### config.mk
export PLATFORM = sky130hd
export DESIGN_NAME = gbm_cmd_core
export DESIGN_NICKNAME = d
export VERILOG_FILES = /design/src/verilog/gbm_pkg.sv /design/src/verilog/gbm_hs_if.sv /design/src/verilog/gbm_src_hs.sv /design/src/verilog/gbm_cmd_core.sv
export VERILOG_INCLUDE_DIRS = /design/src /design/src/verilog
export SDC_FILE = /design/constraint.sdc
export NUM_CORES = 1
export LEC_CHECK = 0
export ABC_AREA = 1
export BUFFER_PORTS_ARGS = -buffer_cell sky130_fd_sc_hd__buf_4
export CORE_ASPECT_RATIO = 0.7
export CORE_MARGIN = 8
export CORE_UTILIZATION = 55
export CTS_CLUSTER_SIZE = 10
export DETAILED_ROUTE_END_ITERATION = 8
export PLACE_DENSITY = 0.84
export SYNTH_ARGS = -nofsm -noshare
export SYNTH_HDL_FRONTEND = slang
export SYNTH_SLANG_ARGS = --single-unit
### constraint.sdc
create_clock -name clk -period 3.9 [get_ports clk]
set_input_delay 0.39 -clock clk [delete_from_list [all_inputs] [get_ports clk]]
set_output_delay 0.39 -clock clk [all_outputs]
set_load 0.01 [all_outputs]
### src/verilog/gbm_regs.svh
// register offsets, field positions, reset values and timing counts
`ifndef GBM_REGS_SVH
`define GBM_REGS_SVH

`define GBM_A_CMD      8'h00
`define GBM_A_STATUS   8'h04
`define GBM_A_LINES    8'h08
`define GBM_A_CONFIG   8'h0c
`define GBM_A_IDENT    8'h10
`define GBM_A_RAM      8'h14
`define GBM_A_LISTEN   8'h18

`define GBM_F_OP       0
`define GBM_F_ARG      4
`define GBM_F_BOOL     5
`define GBM_F_PRI      8
`define GBM_F_SEC      16
`define GBM_F_SECV     24

`define GBM_S_BUSY     0
`define GBM_S_CODE     1
`define GBM_S_SHADOW   3
`define GBM_S_IST      4
`define GBM_S_NIC      5
`define GBM_S_NSC      6
`define GBM_S_HOLD     7
`define GBM_S_ONLINE   8
`define GBM_S_SYSCTL   9
`define GBM_S_REN      10

`define GBM_C_EOS      0
`define GBM_C_REOS     8
`define GBM_C_BIN      9
`define GBM_C_SCD      10

`define GBM_CFG_RST    11'h000
// arbitrary identification value
`define GBM_IDENT_VAL  32'h0000_a5c3
`define GBM_RAM_BYTES  32'h0004_0000

`define GBM_ADDR_ALL   8'hff
`define GBM_SEC_MAX    5'h1e
`define GBM_UNL        8'h3f
`define GBM_GTL        8'h01
`define GBM_LAG        3'h1
`define GBM_SCG        3'h3

`define GBM_CLK_NS       8
`define GBM_T_IFC_US     100
`define GBM_T_RENOFF_US  100
`define GBM_T_SETTLE_NS  2000
`define GBM_IFC_CYC \
   ((`GBM_T_IFC_US * 1000 + `GBM_CLK_NS - 1) / `GBM_CLK_NS)
`define GBM_RENOFF_CYC \
   ((`GBM_T_RENOFF_US * 1000 + `GBM_CLK_NS - 1) / `GBM_CLK_NS)
`define GBM_SETTLE_CYC \
   ((`GBM_T_SETTLE_NS + `GBM_CLK_NS - 1) / `GBM_CLK_NS)

`endif

### src/verilog/gbm_pkg.sv
// types shared by the bus management command block
package gbm_pkg;
   typedef enum logic [1:0] {CTL_IDLE, CTL_ACTIVE, CTL_STANDBY} gbm_ctl_t;
   typedef enum logic [3:0] {OP_NONE, OP_GTS, OP_IST, OP_LISTEN_CHK,
                             OP_LOC, OP_ONL, OP_SEND} gbm_op_t;
   typedef enum logic [2:0] {ST_IDLE, ST_IFC, ST_RETAKE, ST_GO, ST_SEQ,
                             ST_HSW, ST_PROBE, ST_RENOFF} gbm_fsm_t;
   typedef enum logic [1:0] {H_IDLE, H_RDY, H_SETTLE, H_DAV} gbm_hfsm_t;

   typedef struct packed {
      gbm_fsm_t        st;
      gbm_ctl_t        cs;
      gbm_op_t         op;
      logic            shadow;
      logic            holdoff;
      logic            ist;
      logic            online;
      logic            ren;
      logic            ifc;
      logic            atn;
      logic            nrfd;
      logic            ndac;
      logic            nic_err;
      logic            nsc_err;
      logic            rtl;
      logic            hs_go;
      logic [7:0]      eos;
      logic            reos;
      logic            bin;
      logic            scd;
      logic [15:0]     cnt;
      logic [3:0][7:0] seq;
      logic [2:0]      seq_n;
      logic [2:0]      seq_i;
      logic [4:0]      pa;
      logic [4:0]      sa;
      logic            sweep;
      logic            secv;
      logic [31:0]     found;
      logic [31:0]     prdata;
   } gbm_core_t;

   typedef struct packed {
      gbm_hfsm_t  st;
      logic [7:0] data;
      logic       dav;
      logic       drive;
      logic       done;
      logic [8:0] cnt;
   } gbm_hs_t;
endpackage : gbm_pkg

### src/verilog/gbm_hs_if.sv
// carrier between the command core and the source handshake engine
`timescale 1ns/10ps
interface gbm_hs_if;
   logic       start;
   logic [7:0] cmd_byte;
   logic       nrfd_a;
   logic       ndac_a;
   logic       done;
   logic       dav;
   logic       drive;
   logic [7:0] dout;
   modport ctl (output start, cmd_byte, nrfd_a, ndac_a,
                input  done, dav, drive, dout);
   modport eng (input  start, cmd_byte, nrfd_a, ndac_a,
                output done, dav, drive, dout);
endinterface : gbm_hs_if

### src/verilog/gbm_src_hs.sv
// three-wire source handshake for one command byte
`timescale 1ns/10ps
`include "gbm_regs.svh"
module gbm_src_hs
   import gbm_pkg::*;
(
   input wire logic clk,
   input wire logic srst,
   gbm_hs_if.eng    hs
);
   gbm_hs_t r;
   gbm_hs_t n;

   always_comb begin
      n = r;
      n.done = 1'b0;
      unique case (r.st)
         H_IDLE: begin
            if (hs.start) begin
               n.data = hs.cmd_byte;
               n.st   = H_RDY;
            end
         end
         H_RDY: begin
            if (!hs.nrfd_a) begin
               // nobody holding either line: no acceptor, give up
               if (!hs.ndac_a) begin
                  n.done = 1'b1;
                  n.st   = H_IDLE;
               end else begin
                  n.drive = 1'b1;
                  n.cnt   = 9'(`GBM_SETTLE_CYC);
                  n.st    = H_SETTLE;
               end
            end
         end
         H_SETTLE: begin
            if (r.cnt == 9'h000) begin
               n.dav = 1'b1;
               n.st  = H_DAV;
            end else begin
               n.cnt = r.cnt - 9'h001;
            end
         end
         H_DAV: begin
            if (!hs.ndac_a) begin
               n.dav   = 1'b0;
               n.drive = 1'b0;
               n.done  = 1'b1;
               n.st    = H_IDLE;
            end
         end
      endcase
   end

   always_ff @(posedge clk) begin
      if (srst) begin
         r <= '{st: H_IDLE, default: '0};
      end else begin
         r <= n;
      end
   end

   assign hs.done  = r.done;
   assign hs.dav   = r.dav;
   assign hs.drive = r.drive;
   assign hs.dout  = r.data;
endmodule : gbm_src_hs

### src/verilog/gbm_cmd_core.sv
// bus management command core with APB register access
//
// Our own choices: the APB interface to the registers and the register offsets.
`timescale 1ns/10ps
`include "gbm_regs.svh"
module gbm_cmd_core
   import gbm_pkg::*;
#(
   parameter int unsigned IFC_CYC    = `GBM_IFC_CYC,
   parameter int unsigned RENOFF_CYC = `GBM_RENOFF_CYC
)(
   input  wire logic        clk,
   input  wire logic        srst,
   input  wire logic        psel,
   input  wire logic        penable,
   input  wire logic        pwrite,
   input  wire logic [7:0]  paddr,
   input  wire logic [31:0] pwdata,
   output logic      [31:0] prdata,
   output logic             pready,
   output logic             pslverr,
   input  wire logic [7:0]  ctl_n_i,
   output logic      [7:0]  ctl_n_o,
   output logic      [7:0]  ctl_n_oe_n,
   input  wire logic [7:0]  dio_n_i,
   output logic      [7:0]  dio_n_o,
   output logic      [7:0]  dio_n_oe_n,
   output logic             ist_bit,
   output logic             rtl_pulse
);
   localparam gbm_core_t RST = '{st: ST_IDLE, cs: CTL_IDLE, op: OP_NONE,
                                 online: 1'b1, default: '0};

   gbm_core_t   r;
   gbm_core_t   n;
   gbm_hs_if    u_if ();

   logic        mapped;
   logic        wr_acc;
   logic        cmd_go;
   gbm_op_t     op_w;
   logic        w_arg;
   logic        w_bool;
   logic [7:0]  w_pri;
   logic [7:0]  w_sec;
   logic        w_secv;
   logic [7:0]  bus_dat;
   logic        eos_hit;
   logic        ctl_op;
   logic [31:0] sv;
   logic [31:0] rd_val;

   assign op_w   = gbm_op_t'(pwdata[`GBM_F_OP +: 4]);
   assign w_arg  = pwdata[`GBM_F_ARG];
   assign w_bool = pwdata[`GBM_F_BOOL];
   assign w_pri  = pwdata[`GBM_F_PRI +: 8];
   assign w_sec  = pwdata[`GBM_F_SEC +: 8];
   assign w_secv = pwdata[`GBM_F_SECV];

   assign mapped = (paddr == `GBM_A_CMD)   || (paddr == `GBM_A_STATUS) ||
                   (paddr == `GBM_A_LINES) || (paddr == `GBM_A_CONFIG) ||
                   (paddr == `GBM_A_IDENT) || (paddr == `GBM_A_RAM)    ||
                   (paddr == `GBM_A_LISTEN);
   assign wr_acc  = psel && penable && pwrite && mapped;
   // commands written while busy are dropped; poll the busy bit first
   assign cmd_go  = wr_acc && (paddr == `GBM_A_CMD) && (r.st == ST_IDLE);
   assign pready  = 1'b1;
   assign pslverr = psel && penable && !mapped;
   assign ctl_op  = (op_w == OP_SEND) || ((op_w == OP_LISTEN_CHK) && w_arg)
                    || ((op_w == OP_LOC) && w_arg && (w_pri != `GBM_ADDR_ALL));

   assign bus_dat = ~dio_n_i;
   assign eos_hit = r.reos && (r.bin ? (bus_dat == r.eos) :
                    (bus_dat[6:0] == r.eos[6:0]));

   always_comb begin
      sv = '0;
      sv[`GBM_S_BUSY]      = (r.st != ST_IDLE);
      sv[`GBM_S_CODE +: 2] = r.cs;
      sv[`GBM_S_SHADOW]    = r.shadow;
      sv[`GBM_S_IST]       = r.ist;
      sv[`GBM_S_NIC]       = r.nic_err;
      sv[`GBM_S_NSC]       = r.nsc_err;
      sv[`GBM_S_HOLD]      = r.holdoff;
      sv[`GBM_S_ONLINE]    = r.online;
      sv[`GBM_S_SYSCTL]    = !r.scd;
      sv[`GBM_S_REN]       = r.ren;
   end

   always_comb begin
      rd_val = '0;
      unique case (paddr)
         `GBM_A_STATUS: rd_val = sv;
         // a line we drive ourselves cannot show the others' level
         `GBM_A_LINES:  rd_val = {16'h0000, ctl_n_oe_n, ~ctl_n_i};
         `GBM_A_CONFIG: rd_val = {21'h000000, r.scd, r.bin, r.reos, r.eos};
         `GBM_A_IDENT:  rd_val = `GBM_IDENT_VAL;
         `GBM_A_RAM:    rd_val = `GBM_RAM_BYTES;
         `GBM_A_LISTEN: rd_val = r.found;
         default:       rd_val = '0;
      endcase
   end

   always_comb begin
      n = r;
      n.rtl   = 1'b0;
      n.hs_go = 1'b0;
      if (psel && !penable && !pwrite) begin
         n.prdata = rd_val;
      end
      // clears first so that a same-cycle error set wins
      if (wr_acc && (paddr == `GBM_A_STATUS)) begin
         if (pwdata[`GBM_S_NIC]) n.nic_err = 1'b0;
         if (pwdata[`GBM_S_NSC]) n.nsc_err = 1'b0;
      end
      if (wr_acc && (paddr == `GBM_A_CONFIG)) begin
         n.eos  = pwdata[`GBM_C_EOS +: 8];
         n.reos = pwdata[`GBM_C_REOS];
         n.bin  = pwdata[`GBM_C_BIN];
         n.scd  = pwdata[`GBM_C_SCD];
      end
      // shadow acceptor: takes part in the handshake, never keeps data
      if ((r.cs == CTL_STANDBY) && r.shadow) begin
         if (!ctl_n_i[0]) begin
            n.nrfd = 1'b1;
            if (r.ndac) begin
               if (!ctl_n_i[7] || eos_hit) n.holdoff = 1'b1;
               n.ndac = 1'b0;
            end
         end else begin
            n.ndac = 1'b1;
            n.nrfd = r.holdoff;
         end
      end
      unique case (r.st)
         ST_IDLE: begin
            if (cmd_go) begin
               n.op    = op_w;
               n.pa    = w_pri[4:0];
               n.secv  = w_secv;
               n.sweep = w_secv && (w_sec == `GBM_ADDR_ALL);
               n.sa    = n.sweep ? 5'h00 : w_sec[4:0];
               n.seq[0] = w_pri;
               if ((op_w == OP_GTS) && w_arg) begin
                  if (r.cs == CTL_IDLE) begin
                     n.nic_err = 1'b1;
                  end else begin
                     n.cs      = CTL_STANDBY;
                     n.atn     = 1'b0;
                     n.shadow  = w_bool;
                     n.holdoff = 1'b0;
                     n.nrfd    = 1'b0;
                     n.ndac    = w_bool;
                  end
               end else if ((op_w == OP_IST) && w_arg) begin
                  n.ist = w_bool;
               end else if ((op_w == OP_ONL) && w_arg) begin
                  if (w_bool) begin
                     n = RST;
                     n.prdata = r.prdata;
                  end else begin
                     n.online = 1'b0;
                     n.atn    = 1'b0;
                     n.ren    = 1'b0;
                     n.nrfd   = 1'b0;
                     n.ndac   = 1'b0;
                     n.cs     = CTL_IDLE;
                  end
               end else if ((op_w == OP_LOC) && w_arg &&
                            (w_pri == `GBM_ADDR_ALL)) begin
                  n.rtl = 1'b1;
               end else if ((op_w == OP_LOC) && !w_arg) begin
                  if (r.scd || !r.online) begin
                     n.nsc_err = 1'b1;
                  end else begin
                     n.ren = 1'b0;
                     n.cnt = 16'(RENOFF_CYC);
                     n.st  = ST_RENOFF;
                  end
               end else if (ctl_op) begin
                  if (op_w == OP_LISTEN_CHK) n.found = '0;
                  if (r.cs == CTL_IDLE) begin
                     // no IFC possible when offline or not system controller (scd set)
                     if (r.online && !r.scd) begin
                        n.ifc = 1'b1;
                        n.ren = 1'b1;
                        n.cnt = 16'(IFC_CYC);
                        n.st  = ST_IFC;
                     end else begin
                        n.nic_err = 1'b1;
                     end
                  end else if (r.cs == CTL_STANDBY) begin
                     // holdoff keeps NRFD low, so no byte is in flight
                     n.atn = 1'b1;
                     n.cnt = 16'(`GBM_SETTLE_CYC);
                     n.st  = ST_RETAKE;
                  end else begin
                     n.st = ST_GO;
                  end
               end
            end
         end
         ST_IFC: begin
            if (r.cnt == 16'h0000) begin
               n.ifc = 1'b0;
               n.cs  = CTL_ACTIVE;
               n.atn = 1'b1;
               n.st  = ST_GO;
            end else begin
               n.cnt = r.cnt - 16'h0001;
            end
         end
         ST_RETAKE: begin
            if (r.cnt == 16'h0000) begin
               n.nrfd    = 1'b0;
               n.ndac    = 1'b0;
               n.holdoff = 1'b0;
               n.shadow  = 1'b0;
               n.cs      = CTL_ACTIVE;
               n.st      = ST_GO;
            end else begin
               n.cnt = r.cnt - 16'h0001;
            end
         end
         ST_GO: begin
            n.seq_i = 3'h0;
            n.st    = ST_SEQ;
            if (r.op == OP_SEND) begin
               n.seq_n = 3'h1;
            end else if (r.op == OP_LOC) begin
               n.seq[0] = {`GBM_LAG, r.pa};
               n.seq[1] = r.secv ? {`GBM_SCG, r.sa} : `GBM_GTL;
               n.seq[2] = r.secv ? `GBM_GTL : `GBM_UNL;
               n.seq[3] = `GBM_UNL;
               n.seq_n  = r.secv ? 3'h4 : 3'h3;
            end else begin
               n.seq[0] = `GBM_UNL;
               n.seq[1] = {`GBM_LAG, r.pa};
               n.seq[2] = {`GBM_SCG, r.sa};
               n.seq_n  = r.secv ? 3'h3 : 3'h2;
            end
         end
         ST_SEQ: begin
            if (r.seq_i == r.seq_n) begin
               if (r.op == OP_LISTEN_CHK) begin
                  n.atn = 1'b0;
                  n.cnt = 16'(`GBM_SETTLE_CYC);
                  n.st  = ST_PROBE;
               end else begin
                  n.op = OP_NONE;
                  n.st = ST_IDLE;
               end
            end else begin
               n.hs_go = 1'b1;
               n.st    = ST_HSW;
            end
         end
         ST_HSW: begin
            if (u_if.done) begin
               n.seq_i = r.seq_i + 3'h1;
               n.st    = ST_SEQ;
            end
         end
         ST_PROBE: begin
            if (r.cnt == 16'h0000) begin
               // an addressed listener keeps NDAC low once ATN drops
               if (!ctl_n_i[1]) begin
                  if (r.sweep) n.found[r.sa] = 1'b1;
                  else n.found[31] = 1'b1;
               end
               n.atn   = 1'b1;
               n.seq_i = 3'h0;
               n.st    = ST_SEQ;
               if (r.sweep && (r.sa != `GBM_SEC_MAX)) begin
                  n.sa     = r.sa + 5'h01;
                  n.seq[2] = {`GBM_SCG, r.sa + 5'h01};
               end else begin
                  n.seq[0] = `GBM_UNL;
                  n.seq_n  = 3'h1;
                  n.op     = OP_SEND;
               end
            end else begin
               n.cnt = r.cnt - 16'h0001;
            end
         end
         ST_RENOFF: begin
            if (r.cnt == 16'h0000) begin
               n.ren = 1'b1;
               n.st  = ST_IDLE;
            end else begin
               n.cnt = r.cnt - 16'h0001;
            end
         end
      endcase
   end

   always_ff @(posedge clk) begin
      if (srst) begin
         r <= RST;
      end else begin
         r <= n;
      end
   end

   assign u_if.start    = r.hs_go;
   assign u_if.cmd_byte = r.seq[r.seq_i[1:0]];
   assign u_if.nrfd_a   = ~ctl_n_i[2];
   assign u_if.ndac_a   = ~ctl_n_i[1];

   gbm_src_hs u_hs (
      .clk  (clk),
      .srst (srst),
      .hs   (u_if.eng)
   );

   // open-drain: level is always low, enable decides
   assign ctl_n_o    = 8'h00;
   assign ctl_n_oe_n = ~{1'b0, r.atn, 1'b0, r.ren, r.ifc,
                         r.nrfd, r.ndac, u_if.dav};
   assign dio_n_o    = 8'h00;
   assign dio_n_oe_n = ~({8{u_if.drive}} & u_if.dout);
   assign prdata     = r.prdata;
   assign ist_bit    = r.ist;
   assign rtl_pulse  = r.rtl;
endmodule : gbm_cmd_core

==> results of run 1 <==
-- power by group through the flow --
stage               combinational [uW]  clock, uW  sequential (uW)
floorplan                         92.4          0             1840
global placement                   157          0             1840
detailed placement                 159          0             1840
CTS                                160       1820             1800
global route                       178       1890             1800
finish                             165       1810             1800
-- cells in the final DEF, fill, tap and decap left out, drive strengths merged, types with 19 or more instances in the layout --
| cell | synthesis | layout |
|---|---|---|
| dfxtp | 176 | 176 |
| buf | 72 | 115 |
| nand2 | 305 | 305 |
| nand4 | 36 | 36 |
| clkbuf | 37 | 19 |
| a21oi | 138 | 138 |
| inv | 170 | 174 |
| nor2 | 249 | 249 |
| nor3 | 29 | 29 |
| conb | 2 | 19 |
| nand3 | 71 | 71 |
| o21ai | 100 | 100 |
| o22ai | 22 | 22 |
-- worst paths after layout --
kind / to / slack [ns]
setup / recovery: r[45] / 0.88
hold / removal: r[64] / 0.21
setup reg to reg: r[45] / 0.88
hold reg to reg: u_hs.r[8] / 0.45
-- routing by layer --
layer	global-route usage, %	up-vias	part of all wire, %
met5	0	-	0
met4	7.01	0	2.0
met3	8.09	47	12
met2	39.1	519	41
met1	37.9	4651	45
li1	-	4888	-
-- cell type report --
cell class	instances	share of cell area, %
Clock buffer	19	4.03
Tap cell	236	2.68
Clock inverter	12	1.58
Multi-Input combinational cell	1054	46.0
Inverter	172	5.87
Sequential cell	176	32.0
Timing Repair Buffer	115	7.85
-- state kept, by name, summed over array words and instances, names as in the netlist --
name / count
u_hs.hs.done: 1
u_hs.hs.dav: 1
r: 119
ist_bit: 1
u_hs.hs.drive: 1
u_if.start: 1
u_hs.r: 11
prdata: 32
u_hs.hs.dout: 8
rtl_pulse: 1
-- critical path: stages, from the launching register on --
cell and delay, ns:
dfxtp_1 0.42, nor2_2 0.20, nand2_1 0.22, nor2_1 0.59, nand3_1 0.36, nand3_2 0.19
nor2_4 0.11, nand3_1 0.15, nand2_2 0.38, a21oi_1 0.29
-- through the flow --
stage / cells / instance area [um^2] / utilization, % / worst slack, ns / total power, uW
final: 1784 / 11000 / 62.0 / 0.883 / 3770
after global routing: 1784 / 11000 / 62.0 / 0.736 / 3860
after CTS: 1784 / 11000 / 62.0 / 0.997 / 3770
after detailed placement: 1753 / 10400 / 58.5 / 0.908 / 2000
after global placement: 1753 / 10400 / 58.5 / 0.964 / 2000
after floorplan: 1511 / 9890 / - / 1.99 / 1930
-- cells by family after synthesis --
| family | Yosys count | share of synthesized area [%] |
|---|---|---|
| simple gates | 704 | 30.7 |
| compound gates | 307 | 17.3 |
| buf+inv | 281 | 13.4 |
| flops | 176 | 35.9 |
| xor+xnor | 13 | 1.16 |
| fa+ha+maj | 11 | 1.48 |
| other cells | 2 | 0.0764 |
==> flow_summary_export.csv, run 1 <==
group,metric,value,unit
logic_synthesis,ys_types,50,
power_and_ir_drop,p_per_area,343,nW/um^2
placed_design,gp_congestion,0.984,
critical_path,cp-startpoint,"r[160]",
routing,drc,0,
placed_design,io_buffer_count,102,
clocking,htree_levels,4,
floorplan,dieHeight,128,um
routing,wl,30600,um
logic_synthesis,synth_common_cells,"nand2_1, nor2_1, dfxtp_1",
sta,fin_skew,0.0132,ns
power_and_ir_drop,worst_ir_drop_vdd,0.213,mV
critical_path,r2r_start,"r[160]",
grt,grt_usage,26.9,%
clocking,ctsResizeCount,0,
clocking,cts_root_buf,"clkbuf_16",
clocking,cts_made_buffers,17,
routing,wl_per_cell,17.1,um
floorplan,rows,41,
logic_synthesis,netlist_area,9830,um^2
sta,maxSlewHeadroom,27.4,%
clocking,cts_setup_buffers,0,
sta,holdWs,0.214,ns
final_layout,multiInputGateArea,5050,um^2
floorplan,design.core.area,17700,um^2
critical_path,end_kind,"register",
logic_synthesis,synth_area_per_cell,6.58,um^2
critical_path,crit_type,"reg -> reg",
routing,drt-pass1-iter-count,8,
critical_path,cp.required,4.25,ns
sta,rsz0062_at_grt,"no",
clocking,path_clk_slew,0.07,ns
logic_synthesis,synthArstFlopShare,0,%
floorplan,ioPinCount,129,
sta,max_freq,0.332,GHz
hold_path,min-delay-start,"pwdata[24]",
hold_path,hold_class,"in -> reg",
final_layout,fillers,1724,
clocking,ctsHoldBuffers,0,
logic_synthesis,ys_top_cells_by_area,"dfxtp_1, nand2_1, nor2_1",
logic_synthesis,synth_flop_cell,"dfxtp_1",
grt,antenna_found_initial,0,
final_layout,area_growth,11.9,%
logic_synthesis,synth_largest_area_cell,"dfxtp_1",
routing,route.vias.total,10100,
clocking,clk-insertion-delay-late,0.44,ns
grt,grt_pass1_vias,9285,
critical_path,cp_max_fo,31,
logic_synthesis,synth-seq-cells,176,
power_and_ir_drop,swShare,23.4,%
sta,tns,0,ns
final_layout,nNetsFinal,1608,
logic_synthesis,synth_edf_count,0,
sta,setup_viol,0,
routing,vias_per_cell,5.66,
final_layout,final-seq-area,3520,um^2
final_layout,drive_gt1_share,12.5,%
power_and_ir_drop,clkPwrFrac,48.0,%
grt,grt_overflow_total,0,
final_layout,insertedDiodeCount,0,
critical_path,arrival,3.37,ns
floorplan,start_util,55.4,%
flow_run,max_cap_viol_count,0,
floorplan,die_area,22500,um^2
critical_path,reg2reg_depth,9,
sta,finalCritPeriodShare,77.3,%
logic_synthesis,synth_top_area_share,35.9,%
sta,worst_slew_pin_slew,1.09,ns
sta,slew_violations,0,
hold_path,hold_path_depth,3,
power_and_ir_drop,power.internal,2890,uW
logic_synthesis,synth.most_common_cell,"nand2_1",
power_and_ir_drop,p_sw,881,uW
logic_synthesis,yosys_warnings,0,
clocking,clk_path_buf_depth,2,
logic_synthesis,syn-instance-count,1494,
clocking,cts_sinks,176,
routing,first_iter_violations,1229,
power_and_ir_drop,power_frac_comb,4.4,%
grt,grt_pass1_wl,49100,um
critical_path,cp-start-kind,"register",
sta,hold_viol_final,0,
sta,period_minus_slack,3.02,ns
floorplan,die_w,176,um
grt,grt_max_degree,77,
clocking,cts_tree,"done",
routing,ant_nets,0,
placed_design,dp_hpwl,22900,um
power_and_ir_drop,pwr-share-seq,47.7,%
logic_synthesis,ys_seq_area_share,35.9,%
power_and_ir_drop,power.leakage,0.00484,uW
status,status,"complete, no violations",
No activity file was read; power rests on OpenSTA's default activity.
==> run 2: changes to the inputs <==
- ABC_AREA: 1 -> 0
- clock period: 3.9 -> 3 ns (I/O delays scaled with it)
==> run 2 against run 1 <==
Worst setup slack worse by 0.70 ns. Synthesized cell count is 21% lower. Sequential share of layout area is 1.0 points higher. Wire length is 0.69% lower. Die area is 4.8% lower. Sequential power is 31% higher. Largest cell class unchanged. Critical path depth stayed put. Clock skew is 0.0040 ns lower. Global-route usage is 0.46 points higher.
==> flow_summary_export.csv, run 2 <==
group,metric,value,unit
status,status,"complete, no violations",
sta,rsz0062_at_grt,"no",
sta,tns,0,ns
placed_design,gp_congestion,1.01,
critical_path,arrival,3.12,ns
logic_synthesis,synthAdderAreaFrac,1.56,%
logic_synthesis,synth_flop_cell,"dfxtp_1",
clocking,cts_root_buf,"clkbuf_16",
sta,fin_skew,0.00925,ns
sta,hold_viol_final,0,
logic_synthesis,synthArstFlopShare,0,%
sta,slew_violations,0,
final_layout,final_util,64.8,%
logic_synthesis,ys_types,86,
logic_synthesis,synth_simple_gate_area_share,23.9,%
clocking,cts_tree,"done",
logic_synthesis,synth_top_family_by_area,"simple AND/OR/NAND/NOR gates",
logic_synthesis,synthMuxAreaShare,3.42,%
power_and_ir_drop,report.power.total,4770,uW
clocking,clk_path_buf_depth,2,
routing,route.vias.total,9363,
floorplan,dieHeight,125,um
clocking,htree_levels,4,
grt,grt_overflow_total,0,
logic_synthesis,synth-compound-area-share,22.7,%
sta,finalCritPeriodShare,94.0,%
logic_synthesis,netlist_area,9290,um^2
critical_path,cp_slowest_cell,"a2111oi_0",
clocking,path_clk_slew,0.06,ns
logic_synthesis,yosys_warnings,0,
floorplan,ioPinCount,129,
sta,worst_slew_pin_slew,0.796,ns
logic_synthesis,syn-instance-count,1177,
critical_path,cp.depth,9,
flow_run,max_cap_viol_count,0,
clocking,ctsHoldBuffers,0,
clocking,cts_sinks,176,
placed_design,place_worst_setup_slack,0.340,ns
grt,grt_pass1_wl,46600,um
floorplan,die_w,171,um
floorplan,rows,39,
sta,period_minus_slack,2.82,ns
placed_design,io_buffer_count,102,
logic_synthesis,ys_seq_area_share,37.9,%
final_layout,nNetsFinal,1311,
critical_path,cp_num_buf_inv,1,
routing,ant_nets,0,
sta,setup_viol,0,
power_and_ir_drop,power_frac_comb,5.3,%
power_and_ir_drop,pwr-share-seq,49.3,%
sta,maxSlewHeadroom,46.8,%
power_and_ir_drop,power.leakage,0.00409,uW
routing,drt-pass1-iter-count,6,
logic_synthesis,synth_common_cells,"dfxtp_1, nand2_1, nor2_1",
logic_synthesis,synth.most_common_cell,"dfxtp_1",
critical_path,path_cells,"inv_1 -> ha_1 -> nor2b_1 -> nand4_1 -> a221o_1 -> a21oi_2 -> o21ai_1 -> a2111oi_0 -> nor3_1",
floorplan,die_area,21400,um^2
hold_path,hold_path_depth,3,
critical_path,max_stage_delay,0.51,ns
critical_path,cp.required,3.30,ns
grt,grt_pass1_vias,8560,
power_and_ir_drop,worst_ir_drop_vdd,0.398,mV
critical_path,crit_type,"reg -> reg",
clocking,ctsResizeCount,0,
floorplan,design.core.area,16400,um^2
logic_synthesis,synth_largest_area_cell,"dfxtp_1",
routing,wl_per_cell,20.6,um
critical_path,end_kind,"register",
critical_path,reg2reg_depth,9,
grt,grt_usage,27.3,%
routing,vias_per_cell,6.34,
power_and_ir_drop,clkPwrFrac,45.4,%
logic_synthesis,ys_top_cells_by_area,"dfxtp_1, a21oi_1, nand2_1",
power_and_ir_drop,p_sw,1150,uW
logic_synthesis,synth_top_area_share,37.9,%
routing,wl,30400,um
final_layout,area_growth,14.7,%
clocking,cts_setup_buffers,0,
grt,antenna_found_initial,0,
power_and_ir_drop,swShare,24.2,%
final_layout,fillers,1397,
final_layout,mostFrequentLayoutCells,"dfxtp_1, buf_4, nand2_1",
critical_path,cp-start-kind,"register",
logic_synthesis,synth_area_per_cell,7.90,um^2
routing,drc,0,
power_and_ir_drop,p_per_area,448,nW/um^2
grt,grt_max_degree,62,
sta,worst_slack,0.180,ns
logic_synthesis,synth-seq-cells,176,
final_layout,layout_commonest_cell,"dfxtp_1",
clocking,cts_made_buffers,17,
placed_design,dp_hpwl,22300,um
final_layout,insertedDiodeCount,0,
clocking,clk-insertion-delay-late,0.44,ns
floorplan,start_util,56.5,%
final_layout,largest-register,"r",
final_layout,largest_reg_flops,119,
routing,first_iter_violations,1336,
power_and_ir_drop,power.internal,3620,uW
sta,holdWs,0.115,ns
critical_path,crit_family,"compound AO/OA/AOI/OAI gates",
final_layout,drive_gt1_share,17.3,%
critical_path,cp_max_fo,8,
logic_synthesis,synth_xor_area_share,1.70,%
logic_synthesis,synth_edf_count,0,
hold_path,hold_class,"in -> reg",
sta,max_freq,0.355,GHz
-- run 2: metal layers --
layer	wire, um	GRT usage (%)
met3	4090	9.09
met1	12900	38.1
met5	0	0
met4	840	9.79
met2	12500	38.4
-- run 2: layout make-up --
class	instances	area [um^2]	area share, %
sequential	176	3520	33.0
tap	225	282	2.64
clock inverter	11	108	1.01
multi-input combinational	862	5030	47.2
clock buffer	20	457	4.28
inverter	27	101	0.951
timing repair buffer	155	1160	10.9
-- run 2: through the flow --
| step | cell area [um^2] | instances |
|---|---|---|
| 6_report | 10700 | 1476 |
| 5_1_grt | 10700 | 1476 |
| 4_1_cts | 10700 | 1476 |
| 3_5_place_dp | 10100 | 1445 |
| 3_3_place_gp | 10100 | 1445 |
| 2_1_floorplan | 9360 | 1194 |
-- run 2: tightest hold or removal path, delay by kind of cell --
family	cells	cell delay, ns
AND/OR/NAND/NOR	1	0.04
AO/OA/AOI/OAI	1	0.05
buffers and inverters	1	0.11
-- run 2: cells by family (layout without fill, tap and decap cells) --
kind of cell / after synthesis / after routing
buf+inv: 156 / 213
simple gates: 465 / 465
flops: 176 / 176
compound gates: 325 / 325
xor+xnor: 18 / 18
fa+ha+maj: 11 / 11
mux: 24 / 24
other cells: 2 / 19
-- run 2: final timing paths --
| path | start | end | slack, ns |
|---|---|---|---|
| min | pwdata[7] | r[140] | 0.12 |
| max reg2reg | r[114] | r[100] | 0.18 |
| max | r[114] | r[100] | 0.18 |
| min reg2reg | prdata[6] | prdata[6] | 0.46 |
-- run 2: power by group through the flow --
stage	combinational, uW	sequential, uW	clock, uW
6_report	255	2350	2160
5_1_grt	270	2350	2250
4_1_cts	245	2350	2160
3_5_place_dp	244	2400	0
3_3_place_gp	241	2400	0
2_1_floorplan	147	2400	0
